==> src/logic/msaf_pkg.sv <==
// Purpose: constants and carrier types for the modem status, scratch byte
//          and automatic flow control block of one serial channel.
// Assumes: one 200 MHz clock, byte-wide register port.
// Notes:   modem pin vectors are ordered {cd, ri, dsr, cts}.
`default_nettype none

package msaf_pkg;

  // Register offsets on the 4-bit address port
  localparam logic [3:0] ADDR_FEATURE = 4'h0;
  localparam logic [3:0] ADDR_MODEM_CTRL = 4'h1;
  localparam logic [3:0] ADDR_STATUS = 4'h2;
  localparam logic [3:0] ADDR_SCRATCH = 4'h3;
  localparam logic [3:0] ADDR_RESUME_1 = 4'h4;
  localparam logic [3:0] ADDR_RESUME_2 = 4'h5;
  localparam logic [3:0] ADDR_PAUSE_1 = 4'h6;
  localparam logic [3:0] ADDR_PAUSE_2 = 4'h7;

  // Field positions
  localparam int CTRL_DTR = 0;
  localparam int CTRL_RTS = 1;
  localparam int CTRL_AUX1 = 2;
  localparam int CTRL_AUX2 = 3;
  localparam int CTRL_LOOP = 4;
  localparam int FEAT_AUTO_CTS = 7;
  localparam int FEAT_AUTO_RTS = 6;
  localparam int MDM_CTS = 0;
  localparam int MDM_DSR = 1;
  localparam int MDM_RI = 2;
  localparam int MDM_CD = 3;

  // Reset values
  localparam logic [7:0] RST_CTRL = 8'h00;
  localparam logic [7:0] RST_FEATURE = 8'h00;
  localparam logic [7:0] RST_SCRATCH = 8'hff;
  localparam logic [7:0] RST_CHAR = 8'h00;
  localparam logic [3:0] RST_PINS_N = 4'hf;
  localparam logic [1:0] SETTLE_DONE = 2'h3;

  // Receive level thresholds indexed by programmed trigger selection
  localparam logic [3:0][5:0] TRIG_LEVEL = {6'h1c, 6'h18, 6'h10, 6'h08};
  localparam logic [3:0][5:0] TRIG_UPPER = {6'h20, 6'h1c, 6'h18, 6'h10};
  localparam logic [3:0][5:0] TRIG_LOWER = {6'h18, 6'h10, 6'h08, 6'h01};

  typedef struct packed {
    logic wr;
    logic rd;
    logic [3:0] addr;
    logic [7:0] wdata;
  } msaf_bus_type;

  typedef struct packed {
    logic cd_n;
    logic ri_n;
    logic dsr_n;
    logic cts_n;
  } msaf_modem_in_type;

  typedef struct packed {
    logic valid;
    logic [7:0] data;
  } msaf_char_type;

  typedef enum logic {
    TX_IDLE,
    TX_SECOND
  } msaf_tx_state_type;

  typedef struct packed {
    logic [7:0] ctrl;
    logic [7:0] feature;
    logic [7:0] scratch;
    logic [3:0][7:0] chars;
    logic [3:0] sync1;
    logic [3:0] sync2;
    logic [3:0] prev;
    logic [3:0] delta;
    logic [1:0] settle;
    logic rts_flow;
    logic [7:0] rdata;
    logic rts_n;
    logic dtr_n;
    logic aux1_n;
    logic aux2_n;
    logic tx_enable;
    logic msi_irq;
    logic trig_irq;
    logic [1:0] rx_armed;
    msaf_tx_state_type tx_st;
    logic [7:0] tx_next;
    msaf_char_type tx_out;
    logic rx_resume;
    logic rx_pause;
  } msaf_state_type;

endpackage : msaf_pkg

`default_nettype wire

==> src/logic/msaf_top.sv <==
// Purpose: modem status tracking, scratch byte, automatic and software
//          flow control for one serial channel.
// Assumes: all inputs synchronous except the modem pins.
// Notes:   read data appear one cycle after the read strobe.
`default_nettype none

module msaf_top (
  input wire logic i_clk,
  input wire logic i_reset,
  input wire msaf_pkg::msaf_bus_type i_bus,
  output logic [7:0] o_rdata,
  input wire msaf_pkg::msaf_modem_in_type i_modem,
  output logic o_rts_n,
  output logic o_dtr_n,
  output logic o_aux1_n,
  output logic o_aux2_n,
  output logic o_tx_enable,
  output logic o_msi_irq,
  input wire logic [5:0] i_rx_level,
  input wire logic [1:0] i_trig_sel,
  output logic o_trig_irq,
  input wire msaf_pkg::msaf_char_type i_rx_char,
  output logic o_rx_resume,
  output logic o_rx_pause,
  input wire logic i_send_resume,
  input wire logic i_send_pause,
  output msaf_pkg::msaf_char_type o_tx_char
);

  //////////////////////////////////////////////////////////////////////////

  msaf_pkg::msaf_state_type s_q;
  msaf_pkg::msaf_state_type s_d;

  logic [3:0] eff_n;
  logic [3:0] edges;
  logic [7:0] status;
  logic loop_on;
  logic read_status;
  logic [1:0] tx_sel;
  logic [1:0] rx_sel;
  logic [5:0] level_up;
  logic [5:0] level_lo;
  logic [5:0] level_trig;
  logic [7:0] resume_1;
  logic [7:0] resume_2;
  logic [7:0] pause_1;
  logic [7:0] pause_2;

  //////////////////////////////////////////////////////////////////////////

  always_comb begin
    s_d = s_q;
    loop_on = s_q.ctrl[msaf_pkg::CTRL_LOOP];
    resume_1 = s_q.chars[0];
    resume_2 = s_q.chars[1];
    pause_1 = s_q.chars[2];
    pause_2 = s_q.chars[3];
    tx_sel = s_q.feature[3:2];
    rx_sel = s_q.feature[1:0];
    level_up = msaf_pkg::TRIG_UPPER[i_trig_sel];
    level_lo = msaf_pkg::TRIG_LOWER[i_trig_sel];
    level_trig = msaf_pkg::TRIG_LEVEL[i_trig_sel];
    read_status = i_bus.rd && (i_bus.addr == msaf_pkg::ADDR_STATUS);

    // Pins pass two flops; only the second stage is looked at
    s_d.sync1 = i_modem;
    s_d.sync2 = s_q.sync1;

    // Loop-back feeds the control bits back as if they were pin levels
    if (loop_on) begin
      eff_n[msaf_pkg::MDM_CD] = ~s_q.ctrl[msaf_pkg::CTRL_AUX2];
      eff_n[msaf_pkg::MDM_RI] = ~s_q.ctrl[msaf_pkg::CTRL_AUX1];
      eff_n[msaf_pkg::MDM_DSR] = ~s_q.ctrl[msaf_pkg::CTRL_DTR];
      eff_n[msaf_pkg::MDM_CTS] = ~s_q.ctrl[msaf_pkg::CTRL_RTS];
    end else begin
      eff_n = s_q.sync2;
    end
    s_d.prev = eff_n;

    // Synchroniser contents are stale until it has filled after reset
    if (s_q.settle != msaf_pkg::SETTLE_DONE) begin
      s_d.settle = s_q.settle + 2'h1;
      edges = 4'h0;
    end else begin
      edges = eff_n ^ s_q.prev;
      // Ring flag only on the pin's 0 to 1 step
      edges[msaf_pkg::MDM_RI] =
        eff_n[msaf_pkg::MDM_RI] & ~s_q.prev[msaf_pkg::MDM_RI];
    end

    // A fresh edge wins over the clear of the same cycle
    s_d.delta = (read_status ? 4'h0 : s_q.delta) | edges;
    status = {~eff_n, s_q.delta};
    s_d.msi_irq = |s_d.delta;

    //////////////////////////////////////////////////////////////////////
    // Register port

    if (i_bus.wr) begin
      case (i_bus.addr)
        msaf_pkg::ADDR_FEATURE: s_d.feature = i_bus.wdata;
        msaf_pkg::ADDR_MODEM_CTRL: s_d.ctrl = i_bus.wdata;
        msaf_pkg::ADDR_SCRATCH: s_d.scratch = i_bus.wdata;
        msaf_pkg::ADDR_RESUME_1: s_d.chars[0] = i_bus.wdata;
        msaf_pkg::ADDR_RESUME_2: s_d.chars[1] = i_bus.wdata;
        msaf_pkg::ADDR_PAUSE_1: s_d.chars[2] = i_bus.wdata;
        msaf_pkg::ADDR_PAUSE_2: s_d.chars[3] = i_bus.wdata;
        default: s_d.ctrl = s_q.ctrl;
      endcase
    end

    // Unmapped reads answer zero; data stand one cycle only
    s_d.rdata = 8'h00;
    if (i_bus.rd) begin
      case (i_bus.addr)
        msaf_pkg::ADDR_FEATURE: s_d.rdata = s_q.feature;
        msaf_pkg::ADDR_MODEM_CTRL: s_d.rdata = s_q.ctrl;
        msaf_pkg::ADDR_STATUS: s_d.rdata = status;
        msaf_pkg::ADDR_SCRATCH: s_d.rdata = s_q.scratch;
        msaf_pkg::ADDR_RESUME_1: s_d.rdata = resume_1;
        msaf_pkg::ADDR_RESUME_2: s_d.rdata = resume_2;
        msaf_pkg::ADDR_PAUSE_1: s_d.rdata = pause_1;
        msaf_pkg::ADDR_PAUSE_2: s_d.rdata = pause_2;
        default: s_d.rdata = 8'h00;
      endcase
    end

    //////////////////////////////////////////////////////////////////////
    // Hardware flow control

    // Pin high means the peer wants us to stop
    if (s_q.feature[msaf_pkg::FEAT_AUTO_CTS]) begin
      s_d.tx_enable = ~s_q.sync2[msaf_pkg::MDM_CTS];
    end else begin
      s_d.tx_enable = 1'b1;
    end

    // Hysteresis between the next upper and next lower level
    if (!s_q.feature[msaf_pkg::FEAT_AUTO_RTS]) begin
      s_d.rts_flow = 1'b0;
    end else if (i_rx_level >= level_up) begin
      s_d.rts_flow = 1'b1;
    end else if (i_rx_level < level_lo) begin
      s_d.rts_flow = 1'b0;
    end
    s_d.trig_irq = s_q.feature[msaf_pkg::FEAT_AUTO_RTS] &&
                   (i_rx_level >= level_trig);

    // Loop-back keeps the outside lines inactive
    if (loop_on) begin
      s_d.rts_n = 1'b1;
      s_d.dtr_n = 1'b1;
      s_d.aux1_n = 1'b1;
      s_d.aux2_n = 1'b1;
    end else begin
      if (s_q.feature[msaf_pkg::FEAT_AUTO_RTS]) begin
        s_d.rts_n = s_d.rts_flow;
      end else begin
        s_d.rts_n = ~s_q.ctrl[msaf_pkg::CTRL_RTS];
      end
      s_d.dtr_n = ~s_q.ctrl[msaf_pkg::CTRL_DTR];
      s_d.aux1_n = ~s_q.ctrl[msaf_pkg::CTRL_AUX1];
      s_d.aux2_n = ~s_q.ctrl[msaf_pkg::CTRL_AUX2];
    end

    //////////////////////////////////////////////////////////////////////
    // Software flow control characters, receive side

    s_d.rx_resume = 1'b0;
    s_d.rx_pause = 1'b0;
    if (i_rx_char.valid) begin
      case (rx_sel)
        2'h2: begin
          s_d.rx_resume = (i_rx_char.data == resume_1);
          s_d.rx_pause = (i_rx_char.data == pause_1);
          s_d.rx_armed = 2'h0;
        end
        2'h1: begin
          s_d.rx_resume = (i_rx_char.data == resume_2);
          s_d.rx_pause = (i_rx_char.data == pause_2);
          s_d.rx_armed = 2'h0;
        end
        2'h3: begin
          // Second character counts only right after the first
          s_d.rx_resume = s_q.rx_armed[0] &&
                          (i_rx_char.data == resume_2);
          s_d.rx_pause = s_q.rx_armed[1] &&
                         (i_rx_char.data == pause_2);
          s_d.rx_armed[0] = (i_rx_char.data == resume_1);
          s_d.rx_armed[1] = (i_rx_char.data == pause_1);
        end
        default: s_d.rx_armed = 2'h0;
      endcase
    end

    //////////////////////////////////////////////////////////////////////
    // Software flow control characters, transmit side

    s_d.tx_out.valid = 1'b0;
    s_d.tx_out.data = s_q.tx_out.data;
    case (s_q.tx_st)
      msaf_pkg::TX_IDLE: begin
        // Pause takes priority when both are asked together
        if ((i_send_pause || i_send_resume) && (tx_sel != 2'h0)) begin
          s_d.tx_out.valid = 1'b1;
          case (tx_sel)
            2'h2: s_d.tx_out.data = i_send_pause ? pause_1 : resume_1;
            2'h1: s_d.tx_out.data = i_send_pause ? pause_2 : resume_2;
            default: begin
              s_d.tx_out.data = i_send_pause ? pause_1 : resume_1;
              s_d.tx_next = i_send_pause ? pause_2 : resume_2;
              s_d.tx_st = msaf_pkg::TX_SECOND;
            end
          endcase
        end
      end
      msaf_pkg::TX_SECOND: begin
        s_d.tx_out.valid = 1'b1;
        s_d.tx_out.data = s_q.tx_next;
        s_d.tx_st = msaf_pkg::TX_IDLE;
      end
      default: s_d.tx_st = msaf_pkg::TX_IDLE;
    endcase
  end

  //////////////////////////////////////////////////////////////////////////

  always_ff @(posedge i_clk or posedge i_reset) begin
    if (i_reset) begin
      s_q.ctrl <= msaf_pkg::RST_CTRL;
      s_q.feature <= msaf_pkg::RST_FEATURE;
      s_q.scratch <= msaf_pkg::RST_SCRATCH;
      s_q.chars <= {4{msaf_pkg::RST_CHAR}};
      s_q.sync1 <= msaf_pkg::RST_PINS_N;
      s_q.sync2 <= msaf_pkg::RST_PINS_N;
      s_q.prev <= msaf_pkg::RST_PINS_N;
      s_q.delta <= 4'h0;
      s_q.settle <= 2'h0;
      s_q.rts_flow <= 1'b0;
      s_q.rdata <= 8'h00;
      s_q.rts_n <= 1'b1;
      s_q.dtr_n <= 1'b1;
      s_q.aux1_n <= 1'b1;
      s_q.aux2_n <= 1'b1;
      s_q.tx_enable <= 1'b1;
      s_q.msi_irq <= 1'b0;
      s_q.trig_irq <= 1'b0;
      s_q.rx_armed <= 2'h0;
      s_q.tx_st <= msaf_pkg::TX_IDLE;
      s_q.tx_next <= 8'h00;
      s_q.tx_out <= '0;
      s_q.rx_resume <= 1'b0;
      s_q.rx_pause <= 1'b0;
    end else begin
      s_q <= s_d;
    end
  end

  //////////////////////////////////////////////////////////////////////////

  assign o_rdata = s_q.rdata;
  assign o_rts_n = s_q.rts_n;
  assign o_dtr_n = s_q.dtr_n;
  assign o_aux1_n = s_q.aux1_n;
  assign o_aux2_n = s_q.aux2_n;
  assign o_tx_enable = s_q.tx_enable;
  assign o_msi_irq = s_q.msi_irq;
  assign o_trig_irq = s_q.trig_irq;
  assign o_rx_resume = s_q.rx_resume;
  assign o_rx_pause = s_q.rx_pause;
  assign o_tx_char = s_q.tx_out;

endmodule : msaf_top

`default_nettype wire

==> config.mk <==
export PLATFORM = sky130hd
export DESIGN_NAME = msaf_top
export DESIGN_NICKNAME = d
export VERILOG_FILES = /design/src/logic/msaf_pkg.sv /design/src/logic/msaf_top.sv
export SDC_FILE = /design/constraint.sdc
export NUM_CORES = 1
export LEC_CHECK = 0
export BUFFER_PORTS_ARGS = -buffer_cell sky130_fd_sc_hd__buf_2
export CORE_MARGIN = 2
export CORE_UTILIZATION = 53
export CTS_BUF_LIST = sky130_fd_sc_hd__clkbuf_4 sky130_fd_sc_hd__clkbuf_8 sky130_fd_sc_hd__clkbuf_16
export CTS_CLUSTER_SIZE = 20
export DETAILED_ROUTE_END_ITERATION = 8
export GPL_TIMING_DRIVEN = 0
export PLACE_DENSITY = 0.84
export RECOVER_POWER = 100
export SYNTH_ARGS = -nofsm -noshare
export SYNTH_HDL_FRONTEND = slang
export SYNTH_SLANG_ARGS = --single-unit
==> constraint.sdc <==
create_clock -name i_clk -period 3.1 [get_ports i_clk]
set_input_delay 0.155 -clock i_clk [delete_from_list [all_inputs] [get_ports i_clk]]
set_output_delay 0.155 -clock i_clk [all_outputs]
set_load 0.02 [all_outputs]
==> impl_results.md <==
- Initial antenna violation count: 0
- Synthesized area: 5860 um^2
- Leak: 2.91 nW
- Number of synthesized flops with an enable pin: 0
- Routability-driven placement congestion ratio: 0.870
- Slew @ Worst Pin: between 1500 and 2000 ps
- # diodes: 0
- Starting density of the core: 0.543
- Area Growth Syn to Fin: 11.7%
- I/O pins: 65
- Hold depth: 3
- Synthesized Nets: 541
- Fin nets: 620
- Critical path launch point type: flip-flop
- Clock sinks: 112
- Post-route DRC violation count: 0
- WL/cell: 19.6 um
- CTS Buf Count: 9
- Compound-Gate Fraction of Synth Area: 0.0792
- DPL Wire Length: roughly 10000 um
- Die X: about 110 um
- CTS H-tree lvls: 3
- Drt pass-1 iters: 5
- Crit end category: flip-flop
- PortBufs: 61
- WS Path Type: flip-flop to flip-flop
- Worst VDD drop: between 0.0002 and 0.00025 V
- Min cycle time layout: ~2500 ps
- Area after DPL: 6370 um^2
- Worst Path Arrival: 2760 ps
- Reg2reg path depth: 9
- Pwr dens: around 640 nW/um^2
- Share of post-route cells with drive strength above 1: 0.308
- Fin Clk Skew: 11.1 ps
- Vias in the first global route: 4103
- Routed wire length: 13900 um
- Setup TNS Final: 0 ps
- Largest family of logic cells by synthesized area: multiplexers
- Max-cap violations: 1
- DRT iter0 DRCs: 293
- Highest fanout seen on the critical path: 10
- Vias per cell: just under 6
- Top FF cell, synth: dfrtp_1
- Fillers: 868
- Max-slew headroom: -0.107
- Final cell count without fillers: 709
- Placed insts: 687
- Die area: 11900 um^2
- Final setup fails: 0
- WP data required: 3400 ps
- Post-route design area: 6540 um^2
- Clock transition at the registers of the reported paths: 100 ps
- Final period util: 0.791
- RSZ-0062 raised after global routing: no
- Vias: 4137
- Multiplexer area fraction after synthesis: 0.205
- First-pass GRT wire length: 21800 um
- Hold Startpoint: i_rx_level[5]
- Syn. warnings: 0
- Post-Synth Adder-Cell Area: 0.0363
- TritonCTS clock tree: built
- Hold Path End: o_trig_irq
- Failing checks: max-capacitance violations, max-slew violations
- Sequential area share after synthesis: 0.484
- CTS root buf: clkbuf_8
- Layout Utilization: 0.606
- Maximum clock insertion buffer count: 2
- Worst skew pair latency: 390 ps
- Gr ovfl total: 0
- Post-synth ARST share: 1.00
- Post-synth cell types: 57
- Post-synthesis cell count: 485
- FMAX: around 0.41 GHz
- FF-to-FF Start: s_q[99]
- Post-synthesis xor/xnor area fraction: 0.0493
- #FFs+latches synth: 112
- GRT Util Overall: 0.246
- Synth Area per Inst: approximately 12 um^2
- Die Ht: between 100 and 150 um
- Reg2reg end: s_q[14]
- Slew Limit Fails: 9
- Hold WC Path Type: input port to flip-flop
- Fin. Hold Viols: 0
- Final ANT Viol Nets: 0
- Post-Synth Simple-Gate Area: 0.0963
- Largest net degree at the start of global routing: 58
- Status: complete, but fails checks
- Core area: 10800 um^2
- R2R Setup Slk: around 650 ps
- # rows: 38
-- routing by layer --
layer,track usage,vias to the layer above,wire length [um]
li1,-,1884,-
met1,0.330,2086,5970
met2,0.406,145,6940
met3,0.0317,22,701
met4,0.101,0,287
met5,0,-,0
-- layout by cell type, fill, tap and decap left out, types with 18 or more instances in the layout --
master | synthesis | final
dfrtp_1 | 87 | 87
mux2_2 | 62 | 61
clkbuf_1 | 7 | 43
buf_2 | 13 | 38
o21ai_0 | 32 | 32
nand2_1 | 31 | 31
xor2_1 | 30 | 30
dfstp_2 | 25 | 24
mux2i_1 | 23 | 23
buf_4 | 18 | 18
-- synthesized netlist by cell type, types with 4 or more instances --
cell       n  area (um^2)
xor2_1    30          263
o21ai_0   32          160
dfstp_2   25          657
a21oi_1   11         55.1
clkbuf_1   7         26.3
nand3b_1   4         30.0
buf_4     18          135
buf_2     13         65.1
nor2b_1    4         25.0
nand2_1   31          116
nor4_1     6         37.5
mux2i_1   23          230
mux2_2    62          698
nor3_1     5         25.0
mux4_2    12          270
and3_1     4         25.0
nand2b_1  10         62.6
ha_1      17          213
nand3_1    5         25.0
dfrtp_1   87         2180
inv_1     18         67.6
nor2_1     8         30.0
-- power breakdown --
group / internal, mW / switching, mW / total (mW)
registers: 1.82 / 0.301 / 2.12
logic: 0.577 / 0.603 / 1.18
clock network: 0.389 / 0.512 / 0.901
-- through the flow --
step | power (mW) | worst slack, ps | hold slack [ps]
after floorplan | 2.94 | 27.4 | 159
final | 4.20 | 646 | 43.1
after global routing | 4.40 | 448 | 76.5
after CTS | 4.23 | 999 | 40.0
after global placement | 3.26 | -1050 | 261
after detailed placement | 3.33 | 1030 | 261
-- logic make-up (layout without fill, tap and decap cells) --
group / Yosys count / count (layout)
adder cells (fa/ha/maj): 17 / 17
XOR/XNOR: 33 / 33
multiplexers: 97 / 97
buffers and inverters: 57 / 141
AND/OR/NAND/NOR: 97 / 97
AO/OA/AOI/OAI: 72 / 72
flip-flops: 112 / 112
-- how the worst max path moves through the flow --
stage                     startpoint  slack, ps      end  cells past startpoint
after global placement       i_reset      -1050  s_q[14]                      2
after global routing         s_q[98]        450  s_q[14]                      9
after floorplan              i_reset         30  loop_on                      1
final                        s_q[99]        650  s_q[14]                      9
after CTS                    s_q[98]       1000  s_q[14]                      9
after detailed placement     s_q[98]       1030  s_q[14]                      9
-- state kept, by name (all words and copies together) (netlist names) --
register     count
rx_sel           2
o_aux1_n         1
o_rx_resume      1
o_msi_irq        1
o_rts_n          1
pause_1          8
loop_on          1
o_aux2_n         1
pause_2          8
o_tx_enable      1
s_q             47
s_d              4
o_rdata          8
resume_1         8
resume_2         8
o_trig_irq       1
o_dtr_n          1
o_tx_char        9
o_rx_pause       1
-- timing repair --
action / 4_1_cts / 5_1_grt
hold endpoints to repair: 37 / 0
endpoints found under the setup margin: 0 / 0
gates resized for setup: 0 / 0
hold buffers: 6 / 0
setup buffers: 0 / 0
-- worst max-delay path, stage by stage, from the launching register on --
cell      delay, ps
dfrtp_1         440
inv_1           100
ha_1            140
o21bai_1        100
clkbuf_1        530
or3_1           190
clkbuf_1        290
clkbuf_1        400
nand2_1          90
o21ai_0          90
-- layout make-up --
cell class	count	area (um^2)	area share
sequential	112	2830	0.433
multi-input combinational	316	2710	0.414
buffer	39	221	0.0338
timing repair buffer	68	334	0.0511
tap	140	175	0.0268
inverter	18	70.1	0.0107
clock inverter	6	68.8	0.0105
clock buffer	10	131	0.0201
Power figures use the tool's default switching activity.
